`src/hw/pplc_pkg.sv`:
```
package pplc_pkg;

    // ------------------------------------------------------------
    // Register map
    // ------------------------------------------------------------
    localparam logic [31:0] RUN_POWER_CONFIG_ADDR = 32'h40048238;
    localparam logic [31:0] PART_IDENTITY_ADDR    = 32'h400483F8;
    localparam logic [31:0] PLL_CONTROL_ADDR      = 32'h40048400;

    // ------------------------------------------------------------
    // Field positions and reset values
    // ------------------------------------------------------------
    localparam int          CRYSTAL_BIT      = 5;
    localparam int          WATCHDOG_BIT     = 6;
    localparam int          PLL_BIT          = 7;
    localparam int          COMPARATOR_BIT   = 15;
    localparam int          RSV_LO_POS       = 8;
    localparam int          RSV_HI_POS       = 12;
    localparam logic [3:0]  RSV_LO_RESET     = 4'hD;
    localparam logic [2:0]  RSV_HI_RESET     = 3'h6;
    localparam logic        POWERDOWN_RESET  = 1'b1;
    localparam int          FB_SEL_POS       = 0;
    localparam int          POST_SEL_POS     = 5;
    localparam int          BYPASS_BIT       = 7;
    localparam logic [4:0]  FB_SEL_RESET     = 5'h00;
    localparam logic [1:0]  POST_SEL_RESET   = 2'h0;

    // ------------------------------------------------------------
    // Timing
    // ------------------------------------------------------------
    localparam int          CLK_MHZ          = 10;
    localparam int          LOCK_CRIT_NS     = 200;
    localparam int          LOCK_CRIT_CYC    = (LOCK_CRIT_NS * CLK_MHZ) / 1000;
    localparam int          LOCK_COUNT       = 8;

    // ------------------------------------------------------------
    // Carriers
    // ------------------------------------------------------------
    typedef struct packed {
        logic crystal_osc_powerdown;
        logic watchdog_osc_powerdown;
        logic pll_powerdown;
        logic comparator_powerdown;
    } pplc_pwr_t;

    typedef struct packed {
        logic [1:0] post_div_select;
        logic [4:0] feedback_div_select;
        logic       bypass;
    } pplc_div_t;

endpackage

```
`src/hw/pplc_top.sv`:
```
`timescale 1ns/1ps
`default_nettype none
module pplc_top #(
    parameter logic [31:0] PART_CODE = 32'h0000_A5A5  // Arbitrary value
) (
    input  wire logic              clk,
    input  wire logic              rst,
    input  wire logic [31:0]       addr,
    input  wire logic [31:0]       wdata,
    input  wire logic              wr,
    input  wire logic              rd,
    output logic [31:0]            rdata,
    input  wire logic              wdt_lock,
    input  wire logic              ref_clk_in,
    input  wire logic              osc_clk_in,
    output pplc_pkg::pplc_pwr_t    pwr,
    output logic                   pll_analog_en,
    output logic                   main_clk_out,
    output logic                   pll_lock
);
    import pplc_pkg::*;

    // Criterion must fit below the saturating edge counter
    if (LOCK_CRIT_CYC < 1 || LOCK_CRIT_CYC > 14) begin : g_crit_check
        $error("Lock criterion outside counter range");
    end

    // ------------------------------------------------------------
    // Registers
    // ------------------------------------------------------------
    pplc_pwr_t   pwr_ff;
    logic [3:0]  rsv_lo_ff;
    logic [2:0]  rsv_hi_ff;
    pplc_div_t   div_ff;
    logic [31:0] rdata_ff;

    logic wr_cfg;
    logic wr_pll;
    assign wr_cfg = wr && (addr == RUN_POWER_CONFIG_ADDR);
    assign wr_pll = wr && (addr == PLL_CONTROL_ADDR);

    always_ff @(posedge clk or posedge rst) begin
        if (rst) begin
            pwr_ff    <= '{POWERDOWN_RESET, POWERDOWN_RESET,
                           POWERDOWN_RESET, POWERDOWN_RESET};
            rsv_lo_ff <= RSV_LO_RESET;
            rsv_hi_ff <= RSV_HI_RESET;
        end else if (wr_cfg) begin
            pwr_ff.crystal_osc_powerdown  <= wdata[CRYSTAL_BIT];
            pwr_ff.pll_powerdown          <= wdata[PLL_BIT];
            pwr_ff.comparator_powerdown   <= wdata[COMPARATOR_BIT];
            pwr_ff.watchdog_osc_powerdown <= wdata[WATCHDOG_BIT] && !wdt_lock;
            rsv_lo_ff <= wdata[RSV_LO_POS +: 4];
            rsv_hi_ff <= wdata[RSV_HI_POS +: 3];
        end
    end

    always_ff @(posedge clk or posedge rst) begin
        if (rst) begin
            div_ff <= '{POST_SEL_RESET, FB_SEL_RESET, 1'b0};
        end else if (wr_pll) begin
            div_ff.feedback_div_select <= wdata[FB_SEL_POS +: 5];
            div_ff.post_div_select     <= wdata[POST_SEL_POS +: 2];
            div_ff.bypass              <= wdata[BYPASS_BIT];
        end
    end

    logic [31:0] cfg_word;
    logic [31:0] pll_word;
    always_comb begin
        cfg_word = 32'h00000000;
        cfg_word[CRYSTAL_BIT]       = pwr_ff.crystal_osc_powerdown;
        cfg_word[WATCHDOG_BIT]      = pwr_ff.watchdog_osc_powerdown;
        cfg_word[PLL_BIT]           = pwr_ff.pll_powerdown;
        cfg_word[COMPARATOR_BIT]    = pwr_ff.comparator_powerdown;
        cfg_word[RSV_LO_POS +: 4]   = rsv_lo_ff;
        cfg_word[RSV_HI_POS +: 3]   = rsv_hi_ff;
        pll_word = 32'h00000000;
        pll_word[FB_SEL_POS +: 5]   = div_ff.feedback_div_select;
        pll_word[POST_SEL_POS +: 2] = div_ff.post_div_select;
        pll_word[BYPASS_BIT]        = div_ff.bypass;
    end

    always_ff @(posedge clk or posedge rst) begin
        if (rst) begin
            rdata_ff <= 32'h00000000;
        end else if (rd) begin
            case (addr)
                RUN_POWER_CONFIG_ADDR: rdata_ff <= cfg_word;
                PART_IDENTITY_ADDR:    rdata_ff <= PART_CODE;
                PLL_CONTROL_ADDR:      rdata_ff <= pll_word;
                default:               rdata_ff <= 32'h00000000;
            endcase
        end else begin
            rdata_ff <= 32'h00000000;
        end
    end

    assign rdata = rdata_ff;

    logic pll_pd;
    assign pll_pd = pwr_ff.pll_powerdown;

    always_comb begin
        pwr = pwr_ff;
        pwr.watchdog_osc_powerdown = pwr_ff.watchdog_osc_powerdown && !wdt_lock;
    end

    assign pll_analog_en = !pll_pd;

    // ------------------------------------------------------------
    // Pin synchronisers
    // ------------------------------------------------------------
    logic [2:0] ref_sync_ff;
    logic [2:0] osc_sync_ff;
    logic       ref_lvl_ff;
    logic       osc_lvl_ff;
    logic       ref_rise;
    logic       osc_rise;

    always_ff @(posedge clk or posedge rst) begin
        if (rst) begin
            ref_sync_ff <= 3'h0;
            osc_sync_ff <= 3'h0;
        end else begin
            ref_sync_ff <= {ref_sync_ff[1:0], ref_clk_in};
            osc_sync_ff <= {osc_sync_ff[1:0], osc_clk_in};
        end
    end

    always_ff @(posedge clk or posedge rst) begin
        if (rst) begin
            ref_lvl_ff <= 1'b0;
            osc_lvl_ff <= 1'b0;
        end else begin
            if (ref_sync_ff[1] == ref_sync_ff[2]) begin
                ref_lvl_ff <= ref_sync_ff[2];
            end
            if (osc_sync_ff[1] == osc_sync_ff[2]) begin
                osc_lvl_ff <= osc_sync_ff[2];
            end
        end
    end

    assign ref_rise = ref_sync_ff[1] && ref_sync_ff[2] && !ref_lvl_ff;
    assign osc_rise = osc_sync_ff[1] && osc_sync_ff[2] && !osc_lvl_ff && !pll_pd;

    // ------------------------------------------------------------
    // Post divider
    // ------------------------------------------------------------
    logic [3:0] post_cnt_ff;
    logic [3:0] p_last;
    logic       post_tgl_ff;
    logic       main_clk_ff;

    assign p_last = 4'((4'h1 << div_ff.post_div_select) - 4'h1);

    always_ff @(posedge clk or posedge rst) begin
        if (rst) begin
            post_cnt_ff <= 4'h0;
            post_tgl_ff <= 1'b0;
        end else if (pll_pd) begin
            post_cnt_ff <= 4'h0;
            post_tgl_ff <= 1'b0;
        end else if (osc_rise) begin
            if (post_cnt_ff == p_last) begin
                post_cnt_ff <= 4'h0;
                post_tgl_ff <= !post_tgl_ff;
            end else begin
                post_cnt_ff <= post_cnt_ff + 4'h1;
            end
        end
    end

    always_ff @(posedge clk or posedge rst) begin
        if (rst) begin
            main_clk_ff <= 1'b0;
        end else if (pll_pd) begin
            main_clk_ff <= 1'b0;
        end else begin
            main_clk_ff <= div_ff.bypass ? osc_lvl_ff : post_tgl_ff;
        end
    end

    assign main_clk_out = main_clk_ff;

    // ------------------------------------------------------------
    // Feedback divider
    // ------------------------------------------------------------
    logic       main_prev_ff;
    logic [4:0] fb_cnt_ff;
    logic       main_rise;
    logic       fb_rise;

    always_ff @(posedge clk or posedge rst) begin
        if (rst) begin
            main_prev_ff <= 1'b0;
        end else begin
            main_prev_ff <= main_clk_ff;
        end
    end

    assign main_rise = main_clk_ff && !main_prev_ff && !pll_pd;
    assign fb_rise   = main_rise && (fb_cnt_ff == div_ff.feedback_div_select);

    always_ff @(posedge clk or posedge rst) begin
        if (rst) begin
            fb_cnt_ff <= 5'h00;
        end else if (pll_pd) begin
            fb_cnt_ff <= 5'h00;
        end else if (main_rise) begin
            fb_cnt_ff <= fb_rise ? 5'h00 : fb_cnt_ff + 5'h01;
        end
    end

    // ------------------------------------------------------------
    // Lock detector
    // ------------------------------------------------------------
    localparam logic [3:0] CRIT  = 4'(LOCK_CRIT_CYC);
    localparam logic [3:0] SATUR = 4'(LOCK_COUNT + 1);

    logic [3:0] since_fb_ff;
    logic [3:0] wait_ff;
    logic       pend_ff;
    logic [3:0] match_cnt_ff;
    logic       lock_ff;
    logic       cmp_ok;
    logic       cmp_bad;

    always_ff @(posedge clk or posedge rst) begin
        if (rst) begin
            since_fb_ff <= 4'hF;
        end else if (pll_pd || fb_rise) begin
            since_fb_ff <= pll_pd ? 4'hF : 4'h0;
        end else if (since_fb_ff != 4'hF) begin
            since_fb_ff <= since_fb_ff + 4'h1;
        end
    end

    always_ff @(posedge clk or posedge rst) begin
        if (rst) begin
            pend_ff <= 1'b0;
            wait_ff <= 4'h0;
        end else if (pll_pd) begin
            pend_ff <= 1'b0;
            wait_ff <= 4'h0;
        end else if (ref_rise && !fb_rise && since_fb_ff > CRIT) begin
            pend_ff <= 1'b1;
            wait_ff <= 4'h0;
        end else if (pend_ff) begin
            pend_ff <= !(fb_rise || wait_ff == CRIT);
            wait_ff <= wait_ff + 4'h1;
        end
    end

    always_comb begin
        cmp_ok  = 1'b0;
        cmp_bad = 1'b0;
        if (!pll_pd) begin
            if (pend_ff) begin
                cmp_ok  = fb_rise;
                cmp_bad = !fb_rise && (wait_ff == CRIT);
            end else if (ref_rise) begin
                cmp_ok  = fb_rise || (since_fb_ff <= CRIT);
            end
        end
    end

    always_ff @(posedge clk or posedge rst) begin
        if (rst) begin
            match_cnt_ff <= 4'h0;
        end else if (pll_pd || cmp_bad) begin
            match_cnt_ff <= 4'h0;
        end else if (cmp_ok && match_cnt_ff != SATUR) begin
            match_cnt_ff <= match_cnt_ff + 4'h1;
        end
    end

    always_ff @(posedge clk or posedge rst) begin
        if (rst) begin
            lock_ff <= 1'b0;
        end else if (pll_pd || cmp_bad) begin
            lock_ff <= 1'b0;
        end else if (cmp_ok && match_cnt_ff == 4'(LOCK_COUNT)) begin
            lock_ff <= 1'b1;
        end
    end

    assign pll_lock = lock_ff;
endmodule
`default_nettype wire

```
`config.mk`:
```
export PLATFORM = sky130hd
export DESIGN_NAME = pplc_top
export DESIGN_NICKNAME = d
export VERILOG_FILES = /design/src/hw/pplc_pkg.sv /design/src/hw/pplc_top.sv
export SDC_FILE = /design/constraint.sdc
export NUM_CORES = 1
export LEC_CHECK = 0
export BUFFER_PORTS_ARGS = -buffer_cell sky130_fd_sc_hd__buf_2
export CORE_AREA = 2 2 89 91
export CTS_CLUSTER_DIAMETER = 30
export DETAILED_ROUTE_END_ITERATION = 6
export DIE_AREA = 0 0 91 93
export GPL_TIMING_DRIVEN = 0
export PLACE_DENSITY = 0.83
export SETUP_SLACK_MARGIN = 0.1
export SLEW_MARGIN = 25
export SYNTH_ARGS = -nofsm -noshare
export SYNTH_HDL_FRONTEND = slang
export SYNTH_SLANG_ARGS = --single-unit
```
`constraint.sdc`:
```
create_clock -name clk -period 2.4 [get_ports clk]
set_clock_uncertainty 0.2 [all_clocks]
set_input_delay 0.36 -clock clk [delete_from_list [all_inputs] [get_ports clk]]
set_output_delay 0.36 -clock clk [all_outputs]
set_load 0.01 [all_outputs]
```
==> results of run 1 <==
-- area by class of cell --
type	instances	area share (%)
Clock inverter	5	1.39
Tap cell	102	3.02
Sequential cell	69	41.3
Clock buffer	11	3.59
Timing Repair Buffer	81	10.3
Buffer	24	4.03
Multi-Input combinational cell	212	35.5
Inverter	9	0.889
-- worst paths after layout --
check / from / to / slack [ps] / cells after the start
setup / recovery: pll_pd / pll_analog_en / 240 / 3
hold / removal: wdata[10] / rsv_lo_ff[2] / 30 / 2
setup reg to reg: main_prev_ff / match_cnt_ff[3] / 280 / 5
hold reg to reg: ref_sync_ff[0] / ref_sync_ff[1] / 150 / 0
max in group asynchronous: rst / pll_pd / 1050 / 4
min in group asynchronous: rst / post_cnt_ff[1] / 360 / 3
-- registers in the layout, indices dropped and copies added (netlist names), 2 cells and up --
signal / cells
div_ff: 8
fb_cnt_ff: 5
match_cnt_ff: 4
osc_sync_ff: 3
post_cnt_ff: 4
pwr: 2
rdata: 16
ref_sync_ff: 3
rsv_hi_ff: 3
rsv_lo_ff: 4
since_fb_ff: 4
wait_ff: 4
-- per-stage QoR --
step / setup TNS [ps] / std cells / setup WS [ps] / instance area (um2)
CTS: 0 / 513 / 150 / 4210
detailed placement: -292 / 494 / -49.0 / 3970
floorplan: 0 / 314 / 122 / 3430
global route: 0 / 513 / 119 / 4220
finish: 0 / 513 / 240 / 4220
global placement: -36410 / 493 / -641 / 3950
-- placed cells by master, fill, tap and decap left out, types with 2 or more instances in the layout --
cell type       n
clkbuf_8       11
nor4b_2         2
xnor2_1         3
buf_2          77
a22o_1          3
o2111ai_1       2
o21a_1          2
a21o_1          4
ha_1           11
nor2_1         22
dfrtp_1        56
nand2b_1        3
and3_1          8
o21ai_0         4
clkinvlp_4      2
mux2_1          9
dfstp_2        13
a32oi_1         2
mux2_4         10
nor2b_1        12
and2_1          6
o211ai_1        2
nor3_1          4
nand4_1         6
clkbuf_1        2
conb_1         16
nor4_1          4
a21oi_1        16
buf_4          21
dlygate4sd3_1   3
mux2_2          2
mux2i_1         2
nand2_1        21
clkinv_2        2
inv_1           7
xor2_1         10
nand3_1         8
-- worst reg2reg max path: cells and delay by family, from the launching register on --
kind            cells  cell delay [ps]
simple gates        3             1150
flops               1              380
compound gates      2              310
-- logic make-up (layout without fill, tap and decap cells) --
group,count (synthesis),after routing
xor gates and xnor gates,13,13
muxes,23,23
DFF,69,69
adders and majority gates,11,11
AOI/OAI and AO/OA,44,44
buffers and inverters,33,130
other,1,16
and+or+nand+nor,105,105
-- power by group through the flow --
stage | Combinational (W) | Clock, W | Sequential (W)
finish | 0.000800 | 0.000989 | 0.00153
global route | 0.000904 | 0.00105 | 0.00156
CTS | 0.000799 | 0.00100 | 0.00152
detailed placement | 0.000789 | 0 | 0.00154
global placement | 0.000727 | 0 | 0.00152
floorplan | 0.000597 | 0 | 0.00150
-- routing by layer --
layer	up-vias	GRT usage (%)	part of all wire, %	wire [um]
met1	1231	21.1	42	2940
li1	1242	-	-	-
met3	13	4.11	4.8	335
met4	0	8.33	1.8	126
met2	66	29.8	52	3640
met5	-	0	0	0
-- timing repair --
| item | in CTS | in global routing |
|---|---|---|
| endpoints found under the setup margin | 1 | 8 |
| hold endpoints to repair | 29 | 0 |
| hold buffers | 3 | 0 |
| gates resized for setup | 2 | 2 |
==> out/metrics.cfg, run 1 <==
[finish]
drive_gt1_share_pct=37.0
n_fill_cell=667
syn_to_final_growth_pct=24.9
utilization_pct=56.1
nNetsFinal=488
n_antenna_cell=0
ff_latch_area_mm2=0.00174
multi_input_area_mm2=0.00150

[min_path]
hp-class=in -> reg

[yosys]
synth-xor-area-share_pct=3.37
synth_cells=299
synth_simple_gate_area_share_pct=17.3
synthMuxAreaShare_pct=8.70
netlist_area_mm2=0.00338
synth_most_common_cell=dfrtp_1
ys_types=50
yosys-top-cells-area=dfrtp_1, dfstp_2, buf_4, mux2_4, ha_1
synth_compound_area_share_pct=8.89
yosysTopAreaCell=dfrtp_1
yosys.area_share.adder_pct=4.07
synth_edf_count=0
synth_top_area_share_pct=41.5
synth.yosys.warnings=0
synth_top_family_by_area=simple AND/OR/NAND/NOR gates
avgSynthCellArea_um2=11.3
synthTopCellsByCount=dfrtp_1, nor2_1, buf_4, nand2_1, a21oi_1
synth_flop_cell=dfrtp_1
yosysSeqAreaShare_pct=51.6
synth_seq_cells=69
synthArstFlopShare_pct=100

[route]
drt_iter0_markers=153
dr.pass1.iters=4
drtAntennaViolNets=0
vias=2552
drc=0
wl_um=7050
viasPerCell=4.97
wl_per_cell_um=13.7

[clocking]
cts_root_buf=clkbuf_8
cts_buffer_depth=2
worstSkewPairLatency_ps=350
postCtsSetupBuffers=0
cts_buffers=9
cts.sinks=69
cts_tree=done
h-tree-depth=3
path_clk_slew_ps=70

[critical_path]
path_cells=clkbuf_2 > clkinv_2 > buf_2
path_buf_inv=3
required_ps=1840
critPathMaxStageDelay_ps=610
crit_type=reg -> out
crit_family=buffers and inverters
crit_arrival_ps=1600
slowest_stage=dfstp_2
critPathLaunchType=register
cp-end-kind=output port
critPathMaxFanout=10

[global_routing]
grt_pass1_vias=2605
grt_max_degree=39
overflow=0
grt_pass1_wl_um=11900
antenna_found_initial=0
grt_use_total_pct=17.5

[pwr]
p_seq_share_pct=46.1
powerDensity_mw_per_mm2=786
leakage_nw=2.21
ir_drop_uv=399
p_sw_share_pct=32.4
power.total_w=0.00332
internal_power_w=0.00224
switchingPower_w=0.00107
p_clk_share_pct=29.8
combPwrFrac_pct=24.1

[placed_design]
dpl.hpwl_um=5350
gp_congestion=0.801
port_buffers=77

[timing]
hold_viol_final=0
worstMarginPinSlew_ps=572
relSlewSlack_pct=61.6
setup_viol=0
fmax_mhz=463
slew_violations=0
period_minus_slack_ps=2160
rsz0062_at_grt=false
period_share_pct=90.0
hold_slack_ps=31.5

[floorplan]
die_area_mm2=0.00846
die_x_um=91
pin_count=110
die-height_um=93
core_area_mm2=0.00753
initial_core_util_pct=44.9
rows=32

[flow_run]
drv_cap=0

[status]
status=completed

No activity file was read; power rests on OpenSTA's default activity.
==> run 2, diff against run 1 <==
--- a/config.mk
+++ b/config.mk
@@ -6,12 +6,14 @@
 export NUM_CORES = 1
 export LEC_CHECK = 0
 export BUFFER_PORTS_ARGS = -buffer_cell sky130_fd_sc_hd__buf_2
-export CORE_AREA = 2 2 89 91
+export CELL_PAD_IN_SITES_DETAIL_PLACEMENT = 0
+export CELL_PAD_IN_SITES_GLOBAL_PLACEMENT = 1
+export CORE_AREA = 2 2 102 104
 export CTS_CLUSTER_DIAMETER = 30
 export DETAILED_ROUTE_END_ITERATION = 6
-export DIE_AREA = 0 0 91 93
+export DIE_AREA = 0 0 104 106
 export GPL_TIMING_DRIVEN = 0
-export PLACE_DENSITY = 0.83
+export PLACE_DENSITY = 0.82
 export SETUP_SLACK_MARGIN = 0.1
 export SLEW_MARGIN = 25
 export SYNTH_ARGS = -nofsm -noshare
==> run 2 against run 1 <==
  * First-iteration DRC count down 37%
  * Worst hold slack lost 1.6 ps
  * Clock power rose by 20%
  * Global-route usage is 4.4 points lower
  * Cell count grew 6.6%
  * Critical endpoint is now match_cnt_ff[3]
==> out/metrics.cfg, run 2 (same netlist as run 1, synthesis figures left out) <==
[critical_path]
crit_arrival_ps=2230  ; was 1600 ps
slowest_stage=or4_1  ; was dfstp_2
critPathMaxFanout=4  ; was 10
path_cells=nand2b_1 > nor3_1 > a22oi_2 > or4_1 > a21oi_1  ; was clkbuf_2 > clkinv_2 > buf_2
crit_type=reg -> reg  ; was reg -> out
cp-end-kind=register  ; was output port
critPathLaunchType=register  ; unchanged
required_ps=2470  ; was 1840 ps
critPathMaxStageDelay_ps=520  ; was 610 ps

[route]
drt_iter0_markers=96  ; was 153
drc=0  ; unchanged
dr.pass1.iters=4  ; unchanged
vias=2494  ; was 2552
wl_per_cell_um=12.7  ; was 13.7 um
drtAntennaViolNets=0  ; unchanged
viasPerCell=4.56  ; was 4.97
wl_um=6950  ; was 7050 um

[timing]
rsz0062_at_grt=true  ; was false
relSlewSlack_pct=59.6  ; was 61.6%
fin_ws_ps=241  ; was 240 ps
period_minus_slack_ps=2160  ; about the same
hold_viol_final=0  ; unchanged
worstMarginPinSlew_ps=601  ; was 572 ps
fmax_mhz=463  ; about the same
slew_violations=0  ; unchanged
setup_viol=0  ; unchanged
period_share_pct=90.0  ; about the same

[floorplan]
die_x_um=104  ; was 91 um
initial_core_util_pct=33.8  ; was 44.9%
core_area_mm2=0.0100  ; was 0.00753 mm2
die-height_um=106  ; was 93 um
pin_count=110  ; unchanged
rows=37  ; was 32
die_area_mm2=0.0110  ; was 0.00846 mm2

[placed_design]
dpl.hpwl_um=5150  ; was 5350 um
placed_area_mm2=0.00402  ; was 0.00397 mm2
post-place-ws_ps=-158  ; was -49.0 ps
port_buffers=77  ; unchanged
dp.cells=528  ; was 494
gp_congestion=0.773  ; was 0.801

[global_routing]
grt_use_total_pct=13.1  ; was 17.5%
grt_pass1_vias=2408  ; was 2605
overflow=0  ; unchanged
grt_max_degree=57  ; was 39
antenna_found_initial=0  ; unchanged
grt_pass1_wl_um=11500  ; was 11900 um

[finish]
drive_gt1_share_pct=37.0  ; unchanged
n_antenna_cell=0  ; unchanged
layout_common_cells=buf_2, dfrtp_1, nor2_1  ; unchanged
syn_to_final_growth_pct=27.8  ; was 24.9%
largest_register_ff_count=16  ; unchanged
final_area_mm2=0.00432  ; was 0.00422 mm2
nNetsFinal=488  ; unchanged
finalNonFillerCells=547  ; was 513
utilization_pct=43.2  ; was 56.1%
final_common_cell=buf_2  ; unchanged

[clocking]
cts_tree=done  ; unchanged
h-tree-depth=3  ; unchanged
worstSkewPairLatency_ps=350  ; about the same
postCtsSetupBuffers=0  ; unchanged
cts.sinks=69  ; unchanged
cts_buffer_depth=2  ; unchanged
path_clk_slew_ps=80  ; was 70 ps
cts_buffers=9  ; unchanged
cts_root_buf=clkbuf_8  ; unchanged

[pwr]
ir_drop_uv=366  ; was 399 uV
powerDensity_mw_per_mm2=811  ; was 786 mW/mm2
power.total_w=0.00350  ; was 0.00332 W
leakage_nw=2.23  ; was 2.21 nW

[status]
status=completed  ; unchanged

[min_path]
hp-class=in -> reg  ; unchanged

[flow_run]
drv_cap=0  ; unchanged

==> run 2: timing repair <==
item                       CTS  global route
hold endpoints to repair    15             0
resized for setup            2             2
setup endpoints to repair    1             9
pin swaps                    0             0
hold buffers                 3             0
==> run 2: worst paths after layout <==
check,endpoint,depth (start not counted),startpoint,slack [ps]
max in group asynchronous,cfg_word[6],4,rst,1150
min in group asynchronous,match_cnt_ff[0],3,rst,270
max reg2reg,match_cnt_ff[3],5,main_prev_ff,240
min,div_ff[5],2,wdata[4],30
max,match_cnt_ff[3],5,main_prev_ff,240
min reg2reg,ref_sync_ff[1],0,ref_sync_ff[0],150
==> run 2: power breakdown <==
part / total (W) / leakage (nW) / internal [W] / switching (W)
Sequential: 0.00152 / 0.881 / 0.00135 / 0.000172
Clock: 0.00119 / 0.126 / 0.000749 / 0.000439
Combinational: 0.000789 / 1.23 / 0.000354 / 0.000435
==> run 2: stage by stage <==
| stage | hold WS [ps] | TNS, ps |
|---|---|---|
| global route | 27.4 | 0 |
| finish | 29.9 | 0 |
| CTS | 18.3 | 0 |
| global placement | 135 | -42890 |
| floorplan | 131 | 0 |
| detailed placement | 103 | -1170 |
==> run 2: final cells by class <==
type                       count  area, um2
buffer                        24        170
clock buffer                  11        151
clock inverter                 5        106
fill                         973       5680
inverter                       9       37.5
multi-input combinational    212       1500
sequential                    69       1740
tap                          136        170
timing repair buffer          81        443
==> run 2: worst max-delay path, delay by kind of cell, from the launching register on <==
| family | cells | cell delay, ps |
|---|---|---|
| AO/OA/AOI/OAI | 2 | 340 |
| AND/OR/NAND/NOR | 3 | 1180 |
| flip-flops | 1 | 380 |
==> run 2: metal layers <==
layer | wire, um | part of all wire [%] | up-vias | GRT usage [%]
met5 | 0 | 0 | - | 0
met4 | 99 | 1.4 | 0 | 4.63
met3 | 462 | 6.6 | 9 | 3.99
met2 | 3270 | 47 | 87 | 21.1
met1 | 3110 | 45 | 1172 | 16.8
li1 | - | - | 1226 | -
==> run 3, diff against run 2 <==
--- a/config.mk
+++ b/config.mk
@@ -5,15 +5,17 @@
 export SDC_FILE = /design/constraint.sdc
 export NUM_CORES = 1
 export LEC_CHECK = 0
+export ABC_AREA = 1
 export BUFFER_PORTS_ARGS = -buffer_cell sky130_fd_sc_hd__buf_2
 export CELL_PAD_IN_SITES_DETAIL_PLACEMENT = 0
 export CELL_PAD_IN_SITES_GLOBAL_PLACEMENT = 1
-export CORE_AREA = 2 2 102 104
+export CORE_AREA = 2 2 106 108
 export CTS_CLUSTER_DIAMETER = 30
 export DETAILED_ROUTE_END_ITERATION = 6
-export DIE_AREA = 0 0 104 106
+export DIE_AREA = 0 0 108 110
 export GPL_TIMING_DRIVEN = 0
-export PLACE_DENSITY = 0.82
+export HOLD_SLACK_MARGIN = 0.15
+export PLACE_DENSITY = 0.83
 export SETUP_SLACK_MARGIN = 0.1
 export SLEW_MARGIN = 25
 export SYNTH_ARGS = -nofsm -noshare
==> run 3 against run 2 <==
  * Non-clock buffer count grew 19
  * Global-route usage grew 0.24 points
  * Critical endpoint is now pll_analog_en
  * Critical path type is now reg -> out
  * Via count is 18% higher
  * Highest routed layer unchanged
==> out/metrics.cfg, run 3 <==
[clocking]
worstSkewPairLatency_ps=330  ; was 350 ps
h-tree-depth=3  ; unchanged
cts_root_buf=clkbuf_8  ; unchanged
cts_buffers=9  ; unchanged
cts_resized=0  ; was 2
cts_tree=done  ; unchanged
cts.sinks=69  ; unchanged
cts_buffer_depth=2  ; unchanged
path_clk_slew_ps=70  ; was 80 ps

[timing]
fin_tns_setup_ps=0  ; unchanged
hold_viol_final=0  ; unchanged
relSlewSlack_pct=65.9  ; was 59.6%
setup_viol=0  ; unchanged
period_minus_slack_ps=2110  ; was 2160 ps
period_share_pct=87.8  ; was 90.0%
rsz0062_at_grt=false  ; was true
hold_slack_ps=150  ; was 29.9 ps
fin_ws_ps=292  ; was 241 ps
worstMarginPinSlew_ps=511  ; was 601 ps
slew_violations=0  ; unchanged
fmax_mhz=474  ; was 463 MHz

[critical_path]
cp-end-kind=output port  ; was register
critPathMaxFanout=10  ; was 4
crit_type=reg -> out  ; was reg -> reg
critPathLaunchType=register  ; unchanged
required_ps=1840  ; was 2470 ps
crit_arrival_ps=1550  ; was 2230 ps

[yosys]
avgSynthCellArea_um2=8.71  ; was 11.3 um2
synth.yosys.warnings=0  ; unchanged
ys_types=34  ; was 50
yosysTopAreaCell=dfrtp_1  ; unchanged
yosys-top-cells-area=dfrtp_1, dfstp_2, nand2_1, inv_1, nor2_1  ; was dfrtp_1, dfstp_2, buf_4, mux2_4, ha_1
synthArstFlopShare_pct=100  ; unchanged
synth_seq_cells=69  ; unchanged
synth_cells=408  ; was 299
synth_edf_count=0  ; unchanged
synthTopCellsByCount=nand2_1, inv_1, dfrtp_1  ; was dfrtp_1, nor2_1, buf_4, nand2_1, a21oi_1
yosysSeqAreaShare_pct=49.1  ; was 51.6%
netlist_area_mm2=0.00355  ; was 0.00338 mm2
synth_most_common_cell=nand2_1  ; was dfrtp_1
synth_top_area_share_pct=39.5  ; was 41.5%
synth_flop_cell=dfrtp_1  ; unchanged

[global_routing]
overflow=0  ; unchanged
grt_pass1_wl_um=12600  ; was 11500 um
grt_pass1_vias=2943  ; was 2408
grt_use_total_pct=13.3  ; was 13.1%
antenna_found_initial=0  ; unchanged
grt_max_degree=56  ; was 57

[route]
drc=0  ; unchanged
dr.pass1.iters=4  ; unchanged
viasPerCell=4.33  ; was 4.56
drt_iter0_markers=131  ; was 96
vias=2937  ; was 2494
wl_per_cell_um=10.7  ; was 12.7 um
drtAntennaViolNets=0  ; unchanged
wl_um=7270  ; was 6950 um

[status]
status=completed  ; unchanged

[floorplan]
pin_count=110  ; unchanged
rows=38  ; was 37
die_area_mm2=0.0119  ; was 0.0110 mm2
die_x_um=108  ; was 104 um
core_area_mm2=0.0107  ; was 0.0100 mm2
initial_core_util_pct=33.2  ; was 33.8%
die-height_um=110  ; was 106 um

[finish]
utilization_pct=43.3  ; was 43.2%
drive_gt1_share_pct=29.0  ; was 37.0%
n_antenna_cell=0  ; unchanged
layout_common_cells=buf_2, nand2_1, inv_1  ; was buf_2, dfrtp_1, nor2_1
n_fill_cell=1098  ; was 973
largest_register_ff_count=16  ; unchanged
syn_to_final_growth_pct=30.3  ; was 27.8%
final_common_cell=buf_2  ; unchanged
nNetsFinal=615  ; was 488
final_area_mm2=0.00463  ; was 0.00432 mm2

[placed_design]
placed_area_mm2=0.00420  ; was 0.00402 mm2
dpl.hpwl_um=5550  ; was 5150 um
gp_congestion=0.801  ; was 0.773
post-place-ws_ps=508  ; was -158 ps
port_buffers=77  ; unchanged

[pwr]
ir_drop_uv=300  ; was 366 uV
powerDensity_mw_per_mm2=513  ; was 811 mW/mm2
leakage_nw=2.44  ; was 2.23 nW

[flow_run]
drv_cap=0  ; unchanged

[min_path]
hp-class=reg -> reg  ; was in -> reg

## run 3: layout make-up
class / instances / area, um2 / area share [%]
clock inverters: 4 / 72.6 / 1.57
clock buffers: 12 / 145 / 3.14
repair buffers: 99 / 623 / 13.5
well taps: 140 / 175 / 3.79
multi-input cells: 269 / 1440 / 31.0
plain buffers: 25 / 203 / 4.38
inverters: 60 / 230 / 4.98
flip-flops and latches: 69 / 1740 / 37.7
## run 3: timing repair
item                                   CTS  global route
endpoints found under the hold margin   79             0
buffers inserted                         0             0
hold buffers                            21             0
## run 3: cells by family (layout without fill, tap and decap cells)
family                   count (synthesis)  in the layout  share of synthesized area, %
other                                    1             16                         0.106
XOR/XNOR                                11             11                          2.71
AND/OR/NAND/NOR                        178            178                          23.7
multiplexers                             1              1                         0.317
AO/OA/AOI/OAI                           52             52                          8.14
flip-flops                              69             69                          49.1
adder cells (fa/ha/maj)                 11             11                          3.87
buffers and inverters                   85            200                          12.1
## run 3: layer usage
metal | part of all wire (%) | GRT usage [%] | vias to the layer above
met5 | 0 | 0 | -
met4 | 0.85 | 4.67 | 0
met3 | 3.7 | 3.17 | 4
met2 | 50 | 23.9 | 59
met1 | 45 | 15.7 | 1371
li1 | - | - | 1503
## run 3: critical path: stages (launching register included)
cell	delay, ps
dfstp_2	380
buf_6	140
inv_4	70
clkbuf_1	410
buf_2	230
## run 3: through the flow
step           std cells  total power (W)
2_1_floorplan        423          0.00127
5_1_grt              678          0.00248
3_5_place_dp         641          0.00134
4_1_cts              678          0.00241
6_report             678          0.00237
3_3_place_gp         640          0.00133
## run 3: worst paths after layout
check / to / depth (start not counted) / from / slack [ps]
max reg2reg: since_fb_ff[0] / 9 / pll_pd / 580
min reg2reg: ref_sync_ff[1] / 0 / ref_sync_ff[0] / 150
min in group asynchronous: match_cnt_ff[3] / 3 / rst / 300
max: pll_analog_en / 4 / pll_pd / 290
min: ref_sync_ff[1] / 0 / ref_sync_ff[0] / 150
max in group asynchronous: since_fb_ff[0] / 4 / rst / 1130
## run 3: power breakdown
group / switching, W / internal, W / leakage [nW]
clock: 0.000419 / 0.000613 / 0.107
combinational: 0.0000759 / 0.0000868 / 1.48
sequential: 0.00000456 / 0.00117 / 0.853
total: 0.000500 / 0.00187 / 2.44
